## src/rxeq_pkg.sv

```systemverilog
package rxeq_pkg;

  // Channel count and register map of the receive block.
  localparam int          NUM_CH       = 8;
  localparam logic [1:0]  BLOCK_HI     = 2'h2;
  localparam logic [2:0]  OFS_CFG      = 3'h0;
  localparam logic [2:0]  OFS_EQ1      = 3'h3;
  localparam logic [2:0]  OFS_EQ3      = 3'h4;
  localparam logic [2:0]  OFS_GRP      = 3'h5;

  // Reset values and writable-bit masks; bit 7 and blank bits read as zero.
  localparam logic [7:0]  CFG_RST      = 8'h30;
  localparam logic [7:0]  EQ1_RST      = 8'h00;
  localparam logic [7:0]  EQ3_RST      = 8'h00;
  localparam logic [7:0]  GRP_RST      = 8'h00;
  localparam logic [7:0]  CFG_MASK     = 8'h77;
  localparam logic [7:0]  EQ1_MASK     = 8'h7f;
  localparam logic [7:0]  EQ3_MASK     = 8'h3f;
  localparam logic [7:0]  GRP_MASK     = 8'h03;

  // Field positions.
  localparam int          CFG_POL_BIT  = 6;
  localparam int          CFG_MIN_BIT  = 5;
  localparam int          CFG_EN_BIT   = 4;
  localparam int          SRC_BIT      = 6;
  localparam int          SIGN_BIT     = 5;
  localparam int          FIELD_W      = 6;
  localparam int          SET_W        = 3;
  localparam int          GRP_OVR_BIT  = 1;
  localparam int          GRP_SEL_BIT  = 0;

  // Nominal boost in units of 0.01 dB.
  localparam logic [9:0]  MINIMAL_CDB  = 10'h096;
  localparam logic [9:0]  BOARD_CDB [8] = '{10'h15e, 10'h186, 10'h1a9, 10'h1c2,
                                            10'h1db, 10'h1f4, 10'h212, 10'h226};

  // Two-wire slave framing.
  localparam logic [3:0]  BITS_PER_BYTE = 4'h8;
  localparam logic [7:0]  PTR_STEP      = 8'h01;

  typedef enum logic [1:0] {SRC_PRESET, SRC_MINIMAL, SRC_DIRECT} rxeq_src_t;

  typedef enum logic [3:0] {
    S_IDLE, S_ADDR, S_ADDR_ACK, S_PTR, S_PTR_ACK, S_WR, S_WR_ACK, S_RD, S_RD_ACK
  } rxeq_state_t;

endpackage

```

## src/rxeq_chan_decode.sv

```systemverilog
`timescale 1ns/100ps
`default_nettype none
module rxeq_chan_decode
  import rxeq_pkg::*;
(
  // Stored channel settings.
  input  wire logic [7:0]         cfgReg,
  input  wire logic [7:0]         eq1Reg,
  input  wire logic [7:0]         eq3Reg,
  input  wire logic [7:0]         grpReg,
  // Decoded equalizer control word.
  output var  logic               polSwap,
  output var  rxeq_src_t          eqSrc,
  output var  logic               boardGroup,
  output var  logic [SET_W-1:0]   presetSet,
  output var  logic [9:0]         nominalCdb,
  output var  logic [FIELD_W-1:0] midStep,
  output var  logic [FIELD_W-1:0] highStep
);

  // Sign-magnitude field to two's complement step: sign low cuts boost.
  function automatic logic [FIELD_W-1:0] smToStep(input logic [FIELD_W-1:0] f);
    logic [FIELD_W-1:0] mag;
    mag = {1'b0, f[SIGN_BIT-1:0]};
    return f[SIGN_BIT] ? mag : (~mag + 6'h01);
  endfunction

  // Source priority: direct fields, then minimal boost, then preset tables.
  always_comb begin
    polSwap    = cfgReg[CFG_POL_BIT];
    presetSet  = cfgReg[SET_W-1:0];
    boardGroup = grpReg[GRP_OVR_BIT] ? grpReg[GRP_SEL_BIT] : 1'b1;
    midStep    = '0;
    highStep   = '0;
    nominalCdb = '0;
    if (eq1Reg[SRC_BIT]) begin
      eqSrc    = SRC_DIRECT;
      midStep  = smToStep(eq1Reg[FIELD_W-1:0]);
      highStep = smToStep(eq3Reg[FIELD_W-1:0]);
    end else if (cfgReg[CFG_MIN_BIT]) begin
      eqSrc      = SRC_MINIMAL;
      nominalCdb = MINIMAL_CDB;
    end else begin
      eqSrc = SRC_PRESET;
      if (boardGroup) begin
        nominalCdb = BOARD_CDB[presetSet];
      end
    end
  end

endmodule
`default_nettype wire

```

## src/rxeq_ctrl_top.sv

```systemverilog
`timescale 1ns/100ps
`default_nettype none
module rxeq_ctrl_top
  import rxeq_pkg::*;
#(
  parameter logic [4:0] SLAVE_ADDR_HI = 5'h12
)(
  // Clock and chip reset.
  input  wire logic                           sys_clk,
  input  wire logic                           rstn,
  // Address straps.
  input  wire logic                           slave_addr_strap_low,
  input  wire logic                           slave_addr_strap_high,
  // Two-wire serial port.
  input  wire logic                           sclIn,
  input  wire logic                           sdaIn,
  output var  logic                           sdaOut,
  output var  logic                           sdaOe,
  // Per-channel equalizer control words.
  output var  logic [NUM_CH-1:0]              polaritySwap,
  output var  logic [NUM_CH-1:0][1:0]         eqSource,
  output var  logic [NUM_CH-1:0]              boardGroup,
  output var  logic [NUM_CH-1:0][SET_W-1:0]   presetBoostSetting,
  output var  logic [NUM_CH-1:0][9:0]         nominalBoostCdb,
  output var  logic [NUM_CH-1:0][FIELD_W-1:0] midBoostStep,
  output var  logic [NUM_CH-1:0][FIELD_W-1:0] highBoostStep
);

  logic              rstSync1Ff, rstSyncFf;
  logic              sclS1Ff, sclSFf, sclPrevFf, sdaS1Ff, sdaSFf, sdaPrevFf;
  logic              loS1Ff, loSFf, hiS1Ff, hiSFf, strapDoneFf;
  logic [6:0]        slaveAddrFf;
  rxeq_state_t       stateFf;
  logic [3:0]        bitCntFf;
  logic [7:0]        shiftFf, txShiftFf, ptrFf, rdByte;
  logic              rwFf, nackFf, sdaOeFf, sdaOutFf;
  logic              sclRise, sclFall, startCond, stopCond, wrStb, byteDone;
  logic [7:0]        cfgRegFf [NUM_CH];
  logic [7:0]        eq1RegFf [NUM_CH];
  logic [7:0]        eq3RegFf [NUM_CH];
  logic [7:0]        grpRegFf [NUM_CH];
  logic [NUM_CH-1:0] decPol, decBoard;
  rxeq_src_t         decSrc [NUM_CH];
  logic [SET_W-1:0]  decSet [NUM_CH];
  logic [9:0]        decCdb [NUM_CH];
  logic [FIELD_W-1:0] decMid [NUM_CH];
  logic [FIELD_W-1:0] decHigh [NUM_CH];

  // Reset asserts at once and releases through two flip-flops.
  always_ff @(posedge sys_clk or negedge rstn) begin
    if (!rstn) begin
      rstSync1Ff <= 1'b0;
      rstSyncFf  <= 1'b0;
    end else begin
      rstSync1Ff <= 1'b1;
      rstSyncFf  <= rstSync1Ff;
    end
  end

  // Pin synchronisers; only the second stage and later are read by logic.
  always_ff @(posedge sys_clk or negedge rstSyncFf) begin
    if (!rstSyncFf) begin
      {sclS1Ff, sclSFf, sclPrevFf} <= 3'h7;
      {sdaS1Ff, sdaSFf, sdaPrevFf} <= 3'h7;
    end else begin
      sclS1Ff   <= sclIn;
      sclSFf    <= sclS1Ff;
      sclPrevFf <= sclSFf;
      sdaS1Ff   <= sdaIn;
      sdaSFf    <= sdaS1Ff;
      sdaPrevFf <= sdaSFf;
    end
  end

  // Strap synchronisers run through reset, so they hold settled levels at release.
  always_ff @(posedge sys_clk) begin
    loS1Ff <= slave_addr_strap_low;
    loSFf  <= loS1Ff;
    hiS1Ff <= slave_addr_strap_high;
    hiSFf  <= hiS1Ff;
  end

  // Straps are caught once after reset release.
  always_ff @(posedge sys_clk or negedge rstSyncFf) begin
    if (!rstSyncFf) begin
      strapDoneFf <= 1'b0;
      slaveAddrFf <= '0;
    end else if (!strapDoneFf) begin
      strapDoneFf <= 1'b1;
      slaveAddrFf <= {SLAVE_ADDR_HI, hiSFf, loSFf};
    end
  end

  // Bus events seen at the system clock.
  assign sclRise   = sclSFf & ~sclPrevFf;
  assign sclFall   = ~sclSFf & sclPrevFf;
  assign startCond = sclSFf & sclPrevFf & sdaPrevFf & ~sdaSFf;
  assign stopCond  = sclSFf & sclPrevFf & ~sdaPrevFf & sdaSFf;
  assign byteDone  = (bitCntFf == BITS_PER_BYTE);
  assign wrStb     = sclFall && (stateFf == S_WR) && byteDone;

  // Read data for the current pointer; unmapped addresses read zero.
  always_comb begin
    rdByte = 8'h00;
    if (ptrFf[7:6] == BLOCK_HI) begin
      case (ptrFf[2:0])
        OFS_CFG: rdByte = cfgRegFf[ptrFf[5:3]];
        OFS_EQ1: rdByte = eq1RegFf[ptrFf[5:3]];
        OFS_EQ3: rdByte = eq3RegFf[ptrFf[5:3]];
        OFS_GRP: rdByte = grpRegFf[ptrFf[5:3]];
        default: rdByte = 8'h00;
      endcase
    end
  end

  // Slave protocol: bits are taken on SCL rise, SDA is changed after SCL fall.
  always_ff @(posedge sys_clk or negedge rstSyncFf) begin
    if (!rstSyncFf) begin
      stateFf   <= S_IDLE;
      bitCntFf  <= '0;
      shiftFf   <= '0;
      txShiftFf <= '0;
      ptrFf     <= '0;
      rwFf      <= 1'b0;
      nackFf    <= 1'b0;
      sdaOeFf   <= 1'b0;
    end else if (startCond) begin
      stateFf  <= S_ADDR;
      bitCntFf <= '0;
      sdaOeFf  <= 1'b0;
    end else if (stopCond) begin
      stateFf <= S_IDLE;
      sdaOeFf <= 1'b0;
    end else if (sclRise) begin
      case (stateFf)
        S_ADDR, S_PTR, S_WR: begin
          shiftFf  <= {shiftFf[6:0], sdaSFf};
          bitCntFf <= bitCntFf + 4'h1;
        end
        S_RD:     bitCntFf <= bitCntFf + 4'h1;
        S_RD_ACK: nackFf <= sdaSFf;
        default:  nackFf <= nackFf;
      endcase
    end else if (sclFall) begin
      case (stateFf)
        S_ADDR: begin
          if (byteDone) begin
            bitCntFf <= '0;
            rwFf     <= shiftFf[0];
            sdaOeFf  <= (shiftFf[7:1] == slaveAddrFf);
            stateFf  <= (shiftFf[7:1] == slaveAddrFf) ? S_ADDR_ACK : S_IDLE;
          end
        end
        S_ADDR_ACK, S_RD_ACK: begin
          bitCntFf <= '0;
          if ((stateFf == S_RD_ACK) && nackFf) begin
            sdaOeFf <= 1'b0;
            stateFf <= S_IDLE;
          end else if (rwFf) begin
            txShiftFf <= rdByte;
            sdaOeFf   <= ~rdByte[7];
            stateFf   <= S_RD;
          end else begin
            sdaOeFf <= 1'b0;
            stateFf <= S_PTR;
          end
        end
        S_PTR, S_WR: begin
          if (byteDone) begin
            bitCntFf <= '0;
            sdaOeFf  <= 1'b1;
            if (stateFf == S_PTR) begin
              ptrFf   <= shiftFf;
              stateFf <= S_PTR_ACK;
            end else begin
              ptrFf   <= ptrFf + PTR_STEP;
              stateFf <= S_WR_ACK;
            end
          end
        end
        S_PTR_ACK, S_WR_ACK: begin
          sdaOeFf <= 1'b0;
          stateFf <= S_WR;
        end
        S_RD: begin
          if (byteDone) begin
            sdaOeFf <= 1'b0;
            ptrFf   <= ptrFf + PTR_STEP;
            stateFf <= S_RD_ACK;
          end else begin
            txShiftFf <= {txShiftFf[6:0], 1'b0};
            sdaOeFf   <= ~txShiftFf[6];
          end
        end
        default: stateFf <= S_IDLE;
      endcase
    end
  end

  // Open-drain data line only ever pulls low.
  always_ff @(posedge sys_clk or negedge rstSyncFf) begin
    if (!rstSyncFf) begin
      sdaOutFf <= 1'b0;
    end else begin
      sdaOutFf <= 1'b0;
    end
  end
  assign sdaOut = sdaOutFf;
  assign sdaOe  = sdaOeFf;

  // Per-channel register file, written at the end of each data byte.
  always_ff @(posedge sys_clk or negedge rstSyncFf) begin
    if (!rstSyncFf) begin
      for (int i = 0; i < NUM_CH; i++) begin
        cfgRegFf[i] <= CFG_RST;
        eq1RegFf[i] <= EQ1_RST;
        eq3RegFf[i] <= EQ3_RST;
        grpRegFf[i] <= GRP_RST;
      end
    end else if (wrStb && (ptrFf[7:6] == BLOCK_HI)) begin
      case (ptrFf[2:0])
        OFS_CFG: cfgRegFf[ptrFf[5:3]] <= shiftFf & CFG_MASK;
        OFS_EQ1: eq1RegFf[ptrFf[5:3]] <= shiftFf & EQ1_MASK;
        OFS_EQ3: eq3RegFf[ptrFf[5:3]] <= shiftFf & EQ3_MASK;
        OFS_GRP: grpRegFf[ptrFf[5:3]] <= shiftFf & GRP_MASK;
        default: cfgRegFf[0] <= cfgRegFf[0];
      endcase
    end
  end

  // One decoder per receive channel.
  for (genvar g = 0; g < NUM_CH; g++) begin : gChan
    rxeq_chan_decode uDec (
      .cfgReg     (cfgRegFf[g]),
      .eq1Reg     (eq1RegFf[g]),
      .eq3Reg     (eq3RegFf[g]),
      .grpReg     (grpRegFf[g]),
      .polSwap    (decPol[g]),
      .eqSrc      (decSrc[g]),
      .boardGroup (decBoard[g]),
      .presetSet  (decSet[g]),
      .nominalCdb (decCdb[g]),
      .midStep    (decMid[g]),
      .highStep   (decHigh[g])
    );

    // Decoded words are registered before they leave the block.
    always_ff @(posedge sys_clk or negedge rstSyncFf) begin
      if (!rstSyncFf) begin
        polaritySwap[g]       <= 1'b0;
        eqSource[g]           <= SRC_PRESET;
        boardGroup[g]         <= 1'b1;
        presetBoostSetting[g] <= '0;
        nominalBoostCdb[g]    <= '0;
        midBoostStep[g]       <= '0;
        highBoostStep[g]      <= '0;
      end else begin
        polaritySwap[g]       <= decPol[g];
        eqSource[g]           <= decSrc[g];
        boardGroup[g]         <= decBoard[g];
        presetBoostSetting[g] <= decSet[g];
        nominalBoostCdb[g]    <= decCdb[g];
        midBoostStep[g]       <= decMid[g];
        highBoostStep[g]      <= decHigh[g];
      end
    end

  end
endmodule
`default_nettype wire

```

## config.mk

```make
export PLATFORM = sky130hd
export DESIGN_NAME = rxeq_ctrl_top
export DESIGN_NICKNAME = d
export VERILOG_FILES = /design/src/rxeq_pkg.sv /design/src/rxeq_chan_decode.sv /design/src/rxeq_ctrl_top.sv
export SDC_FILE = /design/constraint.sdc
export NUM_CORES = 1
export LEC_CHECK = 0
export BUFFER_PORTS_ARGS = -buffer_cell sky130_fd_sc_hd__buf_4
export CAP_MARGIN = 25
export CORE_MARGIN = 1.5
export CORE_UTILIZATION = 53
export DETAILED_ROUTE_END_ITERATION = 10
export PLACE_DENSITY = 0.79
export REMOVE_ABC_BUFFERS = 1
export SYNTH_ARGS = -nofsm -noshare
export SYNTH_HDL_FRONTEND = slang
export SYNTH_HIERARCHICAL = 1
export SYNTH_SLANG_ARGS = --single-unit
```

## constraint.sdc

```tcl
create_clock -name sys_clk -period 14.1 [get_ports sys_clk]
set_input_delay 4.23 -clock sys_clk [delete_from_list [all_inputs] [get_ports sys_clk]]
set_output_delay 4.23 -clock sys_clk [all_outputs]
set_load 0.03 [all_outputs]
```

==> implementation parameters <==
Parameter                              Value

Outcome
  Outcome ... completed

STA
  Setup repair after global routing missed its margin ... false
  Slew of the pin with the lowest slew margin ... 1020 ps
  Hold violation total from the final report ... 0
  Final number of setup-violating endpoints ... 0
  Max-slew violation count ... 0
  FMAX ... 182 MHz
  Minimum clock period ... 5500 ps
  Min Hold Slack ... 345 ps
  Total negative slack for setup checks ... 0 ps
  Worst slew margin ... 31.2%
  Post-route fraction of the period consumed by the critical path ... 39.0%
  Post-Route Skew ... 19.8 ps

Clocking
  Number of hold-repair buffers added at the cts stage ... 0
  Root Buffer Master ... sky130_fd_sc_hd__clkbuf_16
  Maximum level of the CTS H-tree ... 2
  TritonCTS Buffers ... 46
  Max Root-Sink Buffers ... 3
  Post CTS Setup Buffer Count ... 0
  CTS tree ... done
  Number of gates resized after cts ... 0
  Clk pin slew, worst setup/hold paths ... 60 ps
  Clk sink count ... 450
  Later-pin clock latency in the skew report ... 580 ps

Cells and area
  Area grow syn2layout ... 17.7%
  Layout cell share with drive strength beyond 1 ... 31.4%
  Final design utilization ... 63.3%
  Filler Cells Inserted ... 2963
  Fin nets ... 2037

Detailed routing
  Wire length per cell after detailed routing ... 21.5 um
  Drt drc ... 0
  Starting DRT DRC Count ... 996
  Drt via density ... 5.76
  Total Wirelength ... 53.9 mm
  Detail Route Antenna Nets ... 0
  Count of vias placed by the detailed router ... 14.5k
  First-pass iteration count of the detailed router ... 5

Critical path
  Buffer and inverter count on the worst path ... 1
  Worst EP arrival ... 1270 ps
  Type of the worst setup path ... register to output pin
  Delay of the slowest cell on the worst path ... 540 ps
  Library cell contributing the largest single delay on the critical path ... sky130_fd_sc_hd__dfstp_2
  Critical path fanouts, max ... 1
  Category of the worst setup path launch point ... register
  Cell chain of the critical path ... buf_4
  Endpoint type of the worst setup path ... output pin
  Crit path max-delay family ... flip-flops
  Endpoint required time on the critical path ... 9870 ps
  Worst R2R Setup Slack ... 11090 ps

Pwr
  Share of power burned in combinational logic ... 2.0%
  Leakage power figure ... 11.2 nW
  Sequential power share ... 48.2%
  Fraction of power spent switching nets ... 21.0%
  Clock share of power ... 49.8%
  Design internal power ... 0.00215 W
  Peak supply drop ... 0.0894 mV
  Pwr Density ... 111 mW/mm^2
  Net switching power ... 0.000570 W

GRT
  Met1 track utilization from global routing ... 35.2%
  Largest net degree at the start of global routing ... 157
  Met3 capacity usage during global routing ... 5.91%
  Total Routing Usage GR ... 26.7%
  Met2 track demand over resource in global routing ... 43.7%
  Global route hottest layer ... met2
  Vias in the first global route ... 14.6k
  Total global routing overflow ... 0
  First-pass GRT wire length ... 83.8 mm
  Antenna violations before repair ... 3

Job
  Number of violations of the max-capacitance limit ... 0

Synth
  Avg Cell Area, Syn ... 11.7 um^2
  Proportion of register bits with asynchronous set or reset after synthesis ... 99.1%
  Count of flip-flops with a built-in enable after synthesis ... 0
  Number of unique standard cell types used by synthesis ... 74
  Most area-hungry cell type in the Yosys netlist ... sky130_fd_sc_hd__dfrtp_1
  Fraction of the yosys area taken by sequential cells ... 54.2%
  Mapped cell area ... 0.0208 mm^2
  Yosys warning total ... 6
  Leading post-synthesis cells by cell area ... sky130_fd_sc_hd__dfrtp_1 50%, sky130_fd_sc_hd__mux2_2 11%, sky130_fd_sc_hd__ha_1 4.5%, sky130_fd_sc_hd__dfstp_2 3.8%, sky130_fd_sc_hd__mux2i_1 2.7%
  Number of synthesized register bits ... 450
  Count of mapped cells out of synthesis ... 1776
  Share of the synthesized area in the top cell type ... 50.0%
  Main flop type after synthesis ... sky130_fd_sc_hd__dfrtp_1

Die
  Die outline area ... 0.0405 mm^2
  Die boundary width ... 201 um
  Initial Utilization ... 53.7%
  # IOs ... 240
  Y dimension of the die ... 201 um
  Std-Cell Core Area ... 0.0387 mm^2
  Number of core rows ... 72

Placed design
  Placer Congestion ... 0.920
  Post-detail-place hpwl ... 36.7 mm
  Number of buffers inserted by port buffering ... 238

Worst hold path
  Class of the tightest hold or removal check ... register to register
flip-flops by register name (all words and copies together) (netlist names), 16 cells and up:
name,flops
midBoostStep,48
nominalBoostCdb,80
grpRegFf,16
highBoostStep,48
presetBoostSetting,24
cfgRegFf,48
eq3RegFf,48
eq1RegFf,56
eqSource,16
layout make-up:
cell class              count  area [um^2]  share of cell area (%)
clock buffers              61         1350                    5.50
repair buffers            255         1990                    8.11
flip-flops and latches    450        11300                    46.1
well taps                 518          648                    2.64
diodes                      1         2.50                  0.0102
inverters                  88          330                    1.35
multi-input cells        1115         8540                    34.8
clock inverters            24          365                    1.49
per-layer routing:
metal | vias to the layer above | part of all wire [%]
met5 | - | 0.022
met4 | 2 | 2.8
met3 | 107 | 7.1
met2 | 514 | 48
met1 | 7342 | 42
li1 | 6507 | -
cells by family after synthesis:
kind of cell / count (synthesis) / share of synthesized area, %
buf+inv: 212 / 4.84
fa+ha+maj: 75 / 4.51
xor+xnor: 5 / 0.210
flops: 450 / 54.2
compound gates: 329 / 9.71
mux: 271 / 14.8
simple gates: 432 / 11.8
other cells: 2 / 0.0361
cells in the mapped netlist, types with 8 or more instances:
| library cell | n |
|---|---|
| sky130_fd_sc_hd__dfrtp_1 | 416 |
| sky130_fd_sc_hd__mux2_2 | 206 |
| sky130_fd_sc_hd__o21ai_0 | 110 |
| sky130_fd_sc_hd__nand2_1 | 95 |
| sky130_fd_sc_hd__a21oi_1 | 94 |
| sky130_fd_sc_hd__inv_1 | 87 |
| sky130_fd_sc_hd__ha_1 | 75 |
| sky130_fd_sc_hd__nor2_1 | 71 |
| sky130_fd_sc_hd__nand2b_1 | 61 |
| sky130_fd_sc_hd__mux2i_1 | 56 |
| sky130_fd_sc_hd__buf_4 | 44 |
| sky130_fd_sc_hd__nor2b_1 | 44 |
| sky130_fd_sc_hd__buf_2 | 38 |
| sky130_fd_sc_hd__clkbuf_1 | 38 |
| sky130_fd_sc_hd__or3_1 | 34 |
| sky130_fd_sc_hd__a21boi_0 | 32 |
| sky130_fd_sc_hd__dfstp_2 | 30 |
| sky130_fd_sc_hd__nor3_1 | 25 |
| sky130_fd_sc_hd__and2_1 | 19 |
| sky130_fd_sc_hd__nand3_1 | 16 |
| sky130_fd_sc_hd__a221oi_1 | 15 |
| sky130_fd_sc_hd__a22oi_1 | 13 |
| sky130_fd_sc_hd__nor2_4 | 9 |
| sky130_fd_sc_hd__mux4_2 | 8 |
| sky130_fd_sc_hd__nand2b_2 | 8 |
| sky130_fd_sc_hd__nor3b_2 | 8 |
| sky130_fd_sc_hd__o21a_1 | 8 |
| sky130_fd_sc_hd__or3b_1 | 8 |
per-stage QoR:
stage | worst slack, ps | total power, W | area, um^2 | instances
after floorplan | 801 | 0.00136 | 20100 | 1653
after global placement | 9220 | 0.00139 | 22700 | 2423
after detailed placement | 9200 | 0.00139 | 22700 | 2424
after CTS | 8570 | 0.00274 | 24500 | 2509
after global routing | 8570 | 0.00280 | 24500 | 2511
final | 8600 | 0.00272 | 24500 | 2512
power by group through the flow:
stage                     Combinational (W)  Clock, W  Sequential (W)
after floorplan                   0.0000127         0         0.00135
after global placement            0.0000518         0         0.00133
after detailed placement          0.0000531         0         0.00133
after CTS                         0.0000539   0.00138         0.00131
after global routing              0.0000613   0.00143         0.00131
final                             0.0000543   0.00135         0.00131
cell usage in the layout, fill, tap and decap left out, types with 5 or more instances in the layout:
master and instances:
sky130_fd_sc_hd__nor3_1 25, sky130_fd_sc_hd__o21ai_0 110, sky130_fd_sc_hd__a21boi_0 32, sky130_fd_sc_hd__or3_1 34, sky130_fd_sc_hd__a221oi_1 15, sky130_fd_sc_hd__a21oi_1 94
sky130_fd_sc_hd__dfrtp_1 413, sky130_fd_sc_hd__bufinv_16 9, sky130_fd_sc_hd__nor2_1 71, sky130_fd_sc_hd__nand2b_1 61, sky130_fd_sc_hd__nand3_1 16, sky130_fd_sc_hd__buf_4 251
sky130_fd_sc_hd__nor3b_2 8, sky130_fd_sc_hd__a31oi_1 6, sky130_fd_sc_hd__clkbuf_8 12, sky130_fd_sc_hd__clkinv_2 8, sky130_fd_sc_hd__a22oi_1 13, sky130_fd_sc_hd__a32oi_1 6
sky130_fd_sc_hd__and3_1 6, sky130_fd_sc_hd__mux2i_1 56, sky130_fd_sc_hd__o21a_1 8, sky130_fd_sc_hd__clkbuf_16 47, sky130_fd_sc_hd__nand2_1 95, sky130_fd_sc_hd__o211ai_1 5
sky130_fd_sc_hd__ha_1 75, sky130_fd_sc_hd__mux2_2 206, sky130_fd_sc_hd__dfstp_2 30, sky130_fd_sc_hd__nor2b_1 44, sky130_fd_sc_hd__mux4_2 8, sky130_fd_sc_hd__o221ai_1 5
sky130_fd_sc_hd__and2_1 19, sky130_fd_sc_hd__nor2_4 9, sky130_fd_sc_hd__or3b_1 8, sky130_fd_sc_hd__nand2b_2 8, sky130_fd_sc_hd__clkinvlp_4 5, sky130_fd_sc_hd__inv_1 87
path summary, 6_finish.rpt:
| kind | from | end | cells past startpoint |
|---|---|---|---|
| worst max-delay path | boardGroup[1]$_DFF_PN1_ | boardGroup[1] | 1 |
| worst min-delay path | loS1Ff$_DFF_P_ | loSFf$_DFF_P_ | 0 |
| worst max register to register | ptrFf[2]$_DFFE_PN0P_ | txShiftFf[5]$_DFFE_PN0P_ | 7 |
| worst min register to register | loS1Ff$_DFF_P_ | loSFf$_DFF_P_ | 0 |
| max in group asynchronous | rstn | rstSyncFf$_DFF_PN0_ | 1 |
| min in group asynchronous | rstSyncFf$_DFF_PN0_ | eq3RegFf[9]$_DFFE_PN0P_ | 0 |
No activity file was read; power rests on OpenSTA's default activity.
